===== src/logic/lcdi_pkg.sv =====
package lcdi_pkg;
  // Slave identifiers
  localparam logic [6:0] ID_CONTROL = 7'h38;
  localparam logic [6:0] ID_SEGMENT = 7'h39;
  // Frame layout
  localparam int unsigned BITS_PER_BYTE = 8;
  localparam logic [3:0] BIT_COUNT_DATA = 4'h8;
  localparam logic [3:0] BIT_COUNT_ZERO = 4'h0;
  localparam int unsigned ID_MSB = 7;
  localparam int unsigned DIR_BIT = 0;
  localparam logic DIR_WRITE = 1'b0;
  localparam logic [7:0] ADDR_RESET = 8'h00;
  localparam logic [7:0] ADDR_STEP = 8'h01;
  localparam logic [7:0] DATA_RESET = 8'h00;
  localparam logic [1:0] SYNC_RESET = 2'h3;

  typedef enum logic [2:0] {
    LCDI_IDLE = 3'b000,
    LCDI_ID = 3'b001,
    LCDI_ADDR = 3'b010,
    LCDI_WDATA = 3'b011,
    LCDI_TX = 3'b100,
    LCDI_ACK = 3'b101,
    LCDI_MACK = 3'b110,
    LCDI_IGNORE = 3'b111
  } lcdi_state_t;
endpackage : lcdi_pkg


===== src/logic/lcdi_mem_if.sv =====
`timescale 1ns/100ps
interface lcdi_mem_if #(
  parameter int AW = 8,
  parameter int DW = 8
);
  logic space_seg;
  logic [AW-1:0] addr;
  logic wr_en;
  logic [DW-1:0] wr_data;
  logic [DW-1:0] rd_data;
  modport master (output space_seg, output addr, output wr_en,
    output wr_data, input rd_data);
  modport slave (input space_seg, input addr, input wr_en,
    input wr_data, output rd_data);
endinterface : lcdi_mem_if


===== src/logic/lcdi_regs.sv =====
`timescale 1ns/100ps
module lcdi_regs #(
  parameter int DEPTH = 256
) (
  input wire logic clk_i,
  input wire logic reset_i,
  input wire logic ce_i,
  lcdi_mem_if.slave mem
);
  logic [7:0] ctl_mem [DEPTH];
  logic [7:0] seg_mem [DEPTH];

  // Address is one byte wide, so only a full 256-entry space fits
  if (DEPTH != 256) begin : g_bad_depth
    $error("lcdi_regs: DEPTH must be 256");
  end

  // ---------------------------------------------------------------
  // Two storage spaces
  // ---------------------------------------------------------------
  always_ff @(posedge clk_i) begin
    if (ce_i && mem.wr_en) begin
      if (mem.space_seg) begin
        seg_mem[mem.addr] <= mem.wr_data;
      end else begin
        ctl_mem[mem.addr] <= mem.wr_data;
      end
    end
  end

  // Read is combinational; sampled by the shifter when loaded
  assign mem.rd_data = mem.space_seg ? seg_mem[mem.addr] : ctl_mem[mem.addr];
endmodule : lcdi_regs


===== src/logic/lcdi_i2c_slave.sv =====
`timescale 1ns/100ps
// Operation
// - Seven ID bits after start pick control space or segment memory.
// - Eighth bit is direction; zero means master writes.
// - Device pulls SDA low on ninth clock after a matching ID byte and each byte received after it.
// - First byte after ID in write frame is start address, MSB first.
// - Each write data byte is stored at the current address.
// - Address increments by one after each byte read or written.
// - Read uses write frame for address, restart, same ID; address kept.
// - Direction one after repeated ID is acknowledged, then transmit mode.
// - Transmit mode drives current address byte on clocks one to eight.
// - Master acknowledge low requests the next incremented byte.
// - No master acknowledge ends the read and releases SDA.
// - Reset releases SDA and returns interface to idle.
// - Matched device stays selected until next start, stop or unacknowledged read byte.
module lcdi_i2c_slave (
  input wire logic clk_i,
  input wire logic reset_i,
  input wire logic ce_i,
  input wire logic scl_i,
  input wire logic sda_i,
  output logic sda_o,
  output logic sda_oe_o
);
  lcdi_mem_if #(.AW(8), .DW(8)) mem ();

  // ---------------------------------------------------------------
  // Pin synchronisers
  // ---------------------------------------------------------------
  logic [1:0] scl_sync;
  logic [1:0] sda_sync;
  logic scl_q;
  logic sda_q;

  always_ff @(posedge clk_i) begin
    if (reset_i) begin
      scl_sync <= lcdi_pkg::SYNC_RESET;
      sda_sync <= lcdi_pkg::SYNC_RESET;
      scl_q <= 1'b1;
      sda_q <= 1'b1;
    end else if (ce_i) begin
      scl_sync <= {scl_sync[0], scl_i};
      sda_sync <= {sda_sync[0], sda_i};
      scl_q <= scl_sync[1];
      sda_q <= sda_sync[1];
    end
  end

  logic scl_rise;
  logic scl_fall;
  logic start_det;
  logic stop_det;
  assign scl_rise = scl_sync[1] && !scl_q;
  assign scl_fall = !scl_sync[1] && scl_q;
  assign start_det = scl_sync[1] && scl_q && sda_q && !sda_sync[1];
  assign stop_det = scl_sync[1] && scl_q && !sda_q && sda_sync[1];

  // ---------------------------------------------------------------
  // Frame state
  // ---------------------------------------------------------------
  lcdi_pkg::lcdi_state_t state;
  lcdi_pkg::lcdi_state_t ack_next;
  logic [3:0] bit_cnt;
  logic [7:0] shift;
  logic [7:0] addr;
  logic space_seg;
  logic dir_read;
  logic wr_en;
  logic [7:0] wr_data;
  logic [7:0] tx_byte;
  logic mack_low;

  logic [7:0] rx_byte;
  assign rx_byte = {shift[6:0], sda_sync[1]};

  // Match latched at the eighth rise so the ninth-clock decision is stable
  logic id_match_q;

  logic id_match;
  assign id_match = (rx_byte[lcdi_pkg::ID_MSB:1] == lcdi_pkg::ID_CONTROL)
    || (rx_byte[lcdi_pkg::ID_MSB:1] == lcdi_pkg::ID_SEGMENT);

  // Bit counter and shifter
  always_ff @(posedge clk_i) begin
    if (reset_i) begin
      bit_cnt <= lcdi_pkg::BIT_COUNT_ZERO;
      shift <= lcdi_pkg::DATA_RESET;
    end else if (ce_i) begin
      if (start_det || (scl_fall && state == lcdi_pkg::LCDI_ACK)) begin
        bit_cnt <= lcdi_pkg::BIT_COUNT_ZERO;
      end else if (scl_fall && state == lcdi_pkg::LCDI_MACK) begin
        bit_cnt <= lcdi_pkg::BIT_COUNT_ZERO;
      end else if (scl_rise && bit_cnt != lcdi_pkg::BIT_COUNT_DATA) begin
        shift <= rx_byte;
        bit_cnt <= bit_cnt + 4'h1;
      end
    end
  end

  // Main sequencer; decisions at the falling edge after bit eight
  always_ff @(posedge clk_i) begin
    if (reset_i) begin
      state <= lcdi_pkg::LCDI_IDLE;
      ack_next <= lcdi_pkg::LCDI_IDLE;
      space_seg <= 1'b0;
      dir_read <= 1'b0;
    end else if (ce_i) begin
      if (start_det) begin
        state <= lcdi_pkg::LCDI_ID;
      end else if (stop_det) begin
        state <= lcdi_pkg::LCDI_IDLE;
      end else if (scl_fall) begin
        case (state)
          lcdi_pkg::LCDI_ID: begin
            if (bit_cnt == lcdi_pkg::BIT_COUNT_DATA) begin
              if (id_match_q) begin
                space_seg <= shift[1];
                dir_read <= shift[lcdi_pkg::DIR_BIT] != lcdi_pkg::DIR_WRITE;
                state <= lcdi_pkg::LCDI_ACK;
                if (shift[lcdi_pkg::DIR_BIT] == lcdi_pkg::DIR_WRITE) begin
                  ack_next <= lcdi_pkg::LCDI_ADDR;
                end else begin
                  ack_next <= lcdi_pkg::LCDI_TX;
                end
              end else begin
                state <= lcdi_pkg::LCDI_IGNORE;
              end
            end
          end
          lcdi_pkg::LCDI_ADDR: begin
            if (bit_cnt == lcdi_pkg::BIT_COUNT_DATA) begin
              state <= lcdi_pkg::LCDI_ACK;
              ack_next <= lcdi_pkg::LCDI_WDATA;
            end
          end
          lcdi_pkg::LCDI_WDATA: begin
            if (bit_cnt == lcdi_pkg::BIT_COUNT_DATA) begin
              state <= lcdi_pkg::LCDI_ACK;
              ack_next <= lcdi_pkg::LCDI_WDATA;
            end
          end
          lcdi_pkg::LCDI_ACK: begin
            state <= ack_next;
          end
          lcdi_pkg::LCDI_TX: begin
            if (bit_cnt == lcdi_pkg::BIT_COUNT_DATA) begin
              state <= lcdi_pkg::LCDI_MACK;
            end
          end
          lcdi_pkg::LCDI_MACK: begin
            if (mack_low) begin
              state <= lcdi_pkg::LCDI_TX;
            end else begin
              state <= lcdi_pkg::LCDI_IGNORE;
            end
          end
          lcdi_pkg::LCDI_IDLE: begin
            state <= lcdi_pkg::LCDI_IDLE;
          end
          lcdi_pkg::LCDI_IGNORE: begin
            state <= lcdi_pkg::LCDI_IGNORE;
          end
          default: begin
            state <= lcdi_pkg::LCDI_IDLE;
          end
        endcase
      end
    end
  end

  // ---------------------------------------------------------------
  // Slave match capture
  // ---------------------------------------------------------------
  always_ff @(posedge clk_i) begin
    if (reset_i) begin
      id_match_q <= 1'b0;
    end else if (ce_i && scl_rise && state == lcdi_pkg::LCDI_ID
        && bit_cnt == (lcdi_pkg::BIT_COUNT_DATA - 4'h1)) begin
      id_match_q <= id_match;
    end
  end

  // Master acknowledge sampled on the ninth rising edge
  always_ff @(posedge clk_i) begin
    if (reset_i) begin
      mack_low <= 1'b0;
    end else if (ce_i && scl_rise && state == lcdi_pkg::LCDI_MACK) begin
      mack_low <= !sda_sync[1];
    end
  end

  // ---------------------------------------------------------------
  // Address pointer; held across restart, not cleared by start
  // ---------------------------------------------------------------
  always_ff @(posedge clk_i) begin
    if (reset_i) begin
      addr <= lcdi_pkg::ADDR_RESET;
    end else if (ce_i && scl_fall && !start_det && !stop_det) begin
      if (state == lcdi_pkg::LCDI_ADDR
          && bit_cnt == lcdi_pkg::BIT_COUNT_DATA) begin
        addr <= shift;
      end else if (state == lcdi_pkg::LCDI_WDATA
          && bit_cnt == lcdi_pkg::BIT_COUNT_DATA) begin
        addr <= addr + lcdi_pkg::ADDR_STEP;
      end else if (state == lcdi_pkg::LCDI_TX
          && bit_cnt == lcdi_pkg::BIT_COUNT_DATA) begin
        addr <= addr + lcdi_pkg::ADDR_STEP;
      end
    end
  end

  // Write strobe, one cycle per received data byte
  always_ff @(posedge clk_i) begin
    if (reset_i) begin
      wr_en <= 1'b0;
      wr_data <= lcdi_pkg::DATA_RESET;
    end else if (ce_i) begin
      wr_en <= scl_fall && !start_det && !stop_det
        && state == lcdi_pkg::LCDI_WDATA
        && bit_cnt == lcdi_pkg::BIT_COUNT_DATA;
      wr_data <= shift;
    end
  end

  // Write uses the pre-increment address, so the store is registered
  // together with its own address copy.
  logic [7:0] wr_addr;
  always_ff @(posedge clk_i) begin
    if (reset_i) begin
      wr_addr <= lcdi_pkg::ADDR_RESET;
    end else if (ce_i) begin
      wr_addr <= addr;
    end
  end

  assign mem.space_seg = space_seg;
  assign mem.addr = wr_en ? wr_addr : addr;
  assign mem.wr_en = wr_en;
  assign mem.wr_data = wr_data;

  lcdi_regs #(.DEPTH(256)) u_regs (
    .clk_i(clk_i),
    .reset_i(reset_i),
    .ce_i(ce_i),
    .mem(mem)
  );

  // ---------------------------------------------------------------
  // Transmit shifter: loaded when transmit begins, shifted per fall
  // ---------------------------------------------------------------
  always_ff @(posedge clk_i) begin
    if (reset_i) begin
      tx_byte <= lcdi_pkg::DATA_RESET;
    end else if (ce_i) begin
      if (state == lcdi_pkg::LCDI_TX && bit_cnt == lcdi_pkg::BIT_COUNT_ZERO
          && !scl_fall && !wr_en) begin
        tx_byte <= mem.rd_data;
      end else if (scl_fall && state == lcdi_pkg::LCDI_TX) begin
        tx_byte <= {tx_byte[6:0], 1'b1};
      end
    end
  end

  // Open drain: drive low only; reset releases the line
  always_ff @(posedge clk_i) begin
    if (reset_i) begin
      sda_oe_o <= 1'b0;
    end else if (ce_i) begin
      case (state)
        lcdi_pkg::LCDI_ACK: sda_oe_o <= 1'b1;
        // Last bit held until its falling edge; never move SDA, SCL high
        lcdi_pkg::LCDI_TX:
          sda_oe_o <= !tx_byte[lcdi_pkg::BITS_PER_BYTE-1];
        default: sda_oe_o <= 1'b0;
      endcase
    end
  end

  assign sda_o = 1'b0;
endmodule : lcdi_i2c_slave


===== config.mk =====
export PLATFORM = sky130hd
export DESIGN_NAME = lcdi_i2c_slave
export DESIGN_NICKNAME = d
export VERILOG_FILES = /design/src/logic/lcdi_pkg.sv /design/src/logic/lcdi_mem_if.sv /design/src/logic/lcdi_regs.sv /design/src/logic/lcdi_i2c_slave.sv
export SDC_FILE = /design/constraint.sdc
export NUM_CORES = 2
export LEC_CHECK = 0
export BUFFER_PORTS_ARGS = -buffer_cell sky130_fd_sc_hd__buf_4
export CORE_ASPECT_RATIO = 0.75
export CORE_MARGIN = 10
export CORE_UTILIZATION = 30
export DETAILED_ROUTE_END_ITERATION = 16
export SLEW_MARGIN = 40
export SYNTH_ARGS = -nofsm -noshare
export SYNTH_HDL_FRONTEND = slang
export SYNTH_HIERARCHICAL = 1
export SYNTH_SLANG_ARGS = --single-unit

===== constraint.sdc =====
create_clock -name clk_i -period 8.8 [get_ports clk_i]
set_input_delay 0.88 -clock clk_i [delete_from_list [all_inputs] [get_ports clk_i]]
set_output_delay 0.88 -clock clk_i [all_outputs]
set_load 0.02 [all_outputs]

==> impl_results.rst <==
.. list-table::
   :header-rows: 1

   * - Metric
     - Value
   * - Crit Reg-Reg Startpoint
     - mem.wr_en$_SDFFE_PP0P_
   * - Port Buffers
     - 5
   * - Aggregate global-route resource usage
     - 0.163
   * - Tcrit/Tclk final
     - 0.661
   * - Number of detailed-routing iterations run before antenna repair
     - 9
   * - Area of the die
     - 565000 sq um
   * - Critical Path Source
     - mem.wr_en$_SDFFE_PP0P_
   * - Post-detailed-route wirelength per cell
     - 31.4 um
   * - Setup repair after global routing missed its margin
     - no
   * - Largest net degree at the start of global routing
     - 203
   * - Areal power density over the cells
     - 207 nW/um^2
   * - Final Critical Period
     - 5820 ps
   * - Most common cell in the netlist
     - sky130_fd_sc_hd__edfxtp_1
   * - Clock transition at the registers of the reported paths
     - 60 ps
   * - Worst Setup Slack, final
     - 2980 ps
   * - Synthesis Warnings
     - 6
   * - Remaining global-route overflow
     - 0
   * - Tightest Pin Transition
     - 987 ps
   * - Clock root buffer
     - sky130_fd_sc_hd__clkbuf_16
   * - Leading post-synthesis cells by instance count
     - 4096 x sky130_fd_sc_hd__edfxtp_1, 981 x sky130_fd_sc_hd__mux4_2, 608 x sky130_fd_sc_hd__nor2_1
   * - Crit Path Category
     - reg -> reg
   * - Footprint of the multi-input gates
     - 35500 sq um
   * - Final hold violation count
     - 0
   * - Number of instances in the synthesized netlist
     - 7612
   * - Crit path DAT
     - 6610 ps
   * - Total Routed Length
     - 477 mm
   * - Number of nets with antenna violations after detailed routing
     - 0
   * - Count of vias placed by the detailed router
     - 83724
   * - Area of the mapped netlist
     - 161000 sq um
   * - Sum of negative setup slack
     - 0 ps
   * - Count of different cell masters after synthesis
     - 90
   * - Synth Net Count
     - 7620
   * - Initial antenna violation count
     - 21
   * - Worst hold path class
     - in -> reg
   * - DP Wirelength
     - 292 mm
   * - Die Span X
     - 865 um
   * - Mapped Avg Cell Area
     - 21.1 sq um
   * - Clock Skew
     - 72.8 ps
   * - Worst Hold Depth
     - 3
   * - Register-to-Register Path Depth
     - 14
   * - Max IR drop VDD
     - 0.000171 V
   * - Postcts setup bufs
     - 0
   * - Seq. cell area
     - 124000 sq um
   * - Sequential share of the synthesized area
     - 0.773
   * - Number of H-tree levels
     - 5
   * - Filler cell count
     - 49015
   * - Max-slew headroom at the worst pin
     - 0.338
   * - Die boundary height
     - 654 um
   * - Post-cts resize count
     - 0
   * - Highest attainable clock frequency
     - 172 MHz
   * - Static power due to leakage
     - 43.6 nW
   * - First-pass GRT wire length
     - 662 mm
   * - Ys flop type
     - sky130_fd_sc_hd__edfxtp_1
   * - Via count normalized by instance count
     - 5.51
   * - Count of endpoints failing setup in the final report
     - 0
   * - Count of unresolved DRC violations after routing
     - 0
   * - Number of nets in the layout
     - 7749
   * - Number of clock sinks seen by CTS
     - 4157
   * - Number of maximum-capacitance constraint violations
     - 0
   * - Biggest area contributors in the synthesized netlist
     - sky130_fd_sc_hd__edfxtp_1 77%, sky130_fd_sc_hd__mux4_2 14%, sky130_fd_sc_hd__nor2_1 1.4%, sky130_fd_sc_hd__mux2i_1 1.4%, sky130_fd_sc_hd__a22oi_1 0.95%
   * - Std cell rows
     - 232
   * - Initial cell density of the core
     - 0.301
   * - Launch instance of the worst min-delay path
     - scl_i
   * - Routability cong.
     - 0.854
   * - Core Box Area
     - 533000 sq um
   * - Place WS
     - 2530 ps
   * - Clock buffer count from CTS
     - 381
   * - Synth area leader
     - sky130_fd_sc_hd__edfxtp_1
   * - TritonCTS clock tree
     - yes
   * - Clock insertion delay at the later pin of the skew report
     - 980 ps
   * - CTS Hold Bufs
     - 0
   * - # IOs
     - 7
   * - Endpoint class of the critical path
     - register
   * - Final number of max-transition violations
     - 0
   * - Result of the run
     - finished clean
   * - Starting DRC count in detailed routing
     - 13946
   * - Share of cells above drive strength 1
     - 0.279
   * - Top cell type's share of synthesized area
     - 0.766
   * - Data required time of the worst path
     - 9590 ps
   * - Clock tree buffer depth
     - 4
   * - Sort of element at the start of the critical path
     - register
   * - Proportion of synthesized flip-flops having asynchronous set or reset
     - 0
   * - Number of synthesized register bits
     - 4157
   * - CP Max Fanout
     - 30
   * - Number of enable flip-flop cells after synthesis
     - 4096
   * - Layout area overhead
     - 14.3%
   * - Vias in the first global route
     - 81187
==> layout make-up <==
class,count,share of cell area
clock inverters,230,0.0126
well taps,7137,0.0486
clock buffers,457,0.0539
multi-input cells,2959,0.193
flip-flops and latches,4157,0.677
repair buffers,226,0.0144
diodes,15,0.000204
inverters,16,0.000361
==> placed cells by master, fill, tap and decap left out, types with 71 or more instances in the layout <==
cell / Yosys / routed
sky130_fd_sc_hd__clkbuf_16: 0 / 384
sky130_fd_sc_hd__nand2_1: 193 / 156
sky130_fd_sc_hd__mux2i_1: 226 / 226
sky130_fd_sc_hd__a22oi_1: 203 / 203
sky130_fd_sc_hd__nor2_1: 608 / 228
sky130_fd_sc_hd__mux4_2: 981 / 981
sky130_fd_sc_hd__edfxtp_1: 4096 / 4096
sky130_fd_sc_hd__clkinv_1: 1 / 100
sky130_fd_sc_hd__o22ai_1: 116 / 115
sky130_fd_sc_hd__nor2_2: 1 / 377
sky130_fd_sc_hd__clkbuf_1: 197 / 71
sky130_fd_sc_hd__buf_4: 68 / 138
sky130_fd_sc_hd__a21oi_1: 124 / 110
==> power breakdown <==
group | switching (mW) | total [mW] | internal (mW) | leakage [nW]
registers | 0.00499 | 21.4 | 21.4 | 29.0
clock network | 7.39 | 16.6 | 9.20 | 5.93
logic | 0.0204 | 0.0291 | 0.00873 | 8.64
==> per-stage QoR <==
stage | cells | hold WS [ps] | util | power [mW] | area (sq um)
after global routing | 15182 | 136 | 0.345 | 39.0 | 184000
after detailed placement | 14477 | 472 | 0.320 | 21.9 | 170000
after floorplan | 7612 | 441 | - | 21.9 | 161000
after CTS | 15164 | 97.9 | 0.343 | 38.2 | 183000
after global placement | 14458 | 472 | 0.318 | 21.9 | 169000
final | 15197 | 161 | 0.345 | 38.0 | 184000
==> kinds of logic after synthesis <==
family	after synthesis	synth area share
flip-flops	4157	0.773
adder cells (fa/ha/maj)	3	0.000234
AND/OR/NAND/NOR	1011	0.0272
XOR/XNOR	2	0.000109
other	1	0.0000233
multiplexers	1217	0.152
buffers and inverters	496	0.0153
AO/OA/AOI/OAI	725	0.0315
==> final timing paths <==
kind                                            endpoint  slack, ps
worst max-delay path             tx_byte[7]$_SDFFE_PP0P_       2980
worst min-delay path            scl_sync[0]$_SDFFE_PP1P_        160
worst max register to register   tx_byte[7]$_SDFFE_PP0P_       2980
worst min register to register     sda_oe_o$_SDFFE_PP0P_        480
==> critical path, stage by stage, from the launching register on <==
cell and delay (ps):
sky130_fd_sc_hd__dfxtp_2 630, sky130_fd_sc_hd__mux2_8 460, sky130_fd_sc_hd__buf_16 260, sky130_fd_sc_hd__buf_4 350, sky130_fd_sc_hd__buf_12 260, sky130_fd_sc_hd__buf_4 550, sky130_fd_sc_hd__mux4_2 580, sky130_fd_sc_hd__a22oi_1 300
sky130_fd_sc_hd__a21oi_1 150, sky130_fd_sc_hd__nor4_1 630, sky130_fd_sc_hd__o22ai_1 350, sky130_fd_sc_hd__nor3_2 610, sky130_fd_sc_hd__a31oi_1 130, sky130_fd_sc_hd__mux2i_1 220, sky130_fd_sc_hd__a21oi_1 120
==> per-layer routing <==
metal,global-route usage,wire (um)
met1,0.236,194000
met2,0.229,203000
met3,0.0571,66100
met4,0.0467,14300
met5,0.000582,80
==> sequential cells by signal (all words and copies together), names as in the netlist <==
signal	count
u_regs/ctl_mem	2048
u_regs/seg_mem	2048
addr	8
mem.wr_data	8
shift	8
tx_byte	8
wr_addr	8
bit_cnt	4
ack_next	3
state	3
scl_sync	2
sda_sync	2
id_match_q	1
mack_low	1
mem.space_seg	1
mem.wr_en	1
scl_q	1
sda_oe_o	1
sda_q	1
No activity file was read; power rests on OpenSTA's default activity.
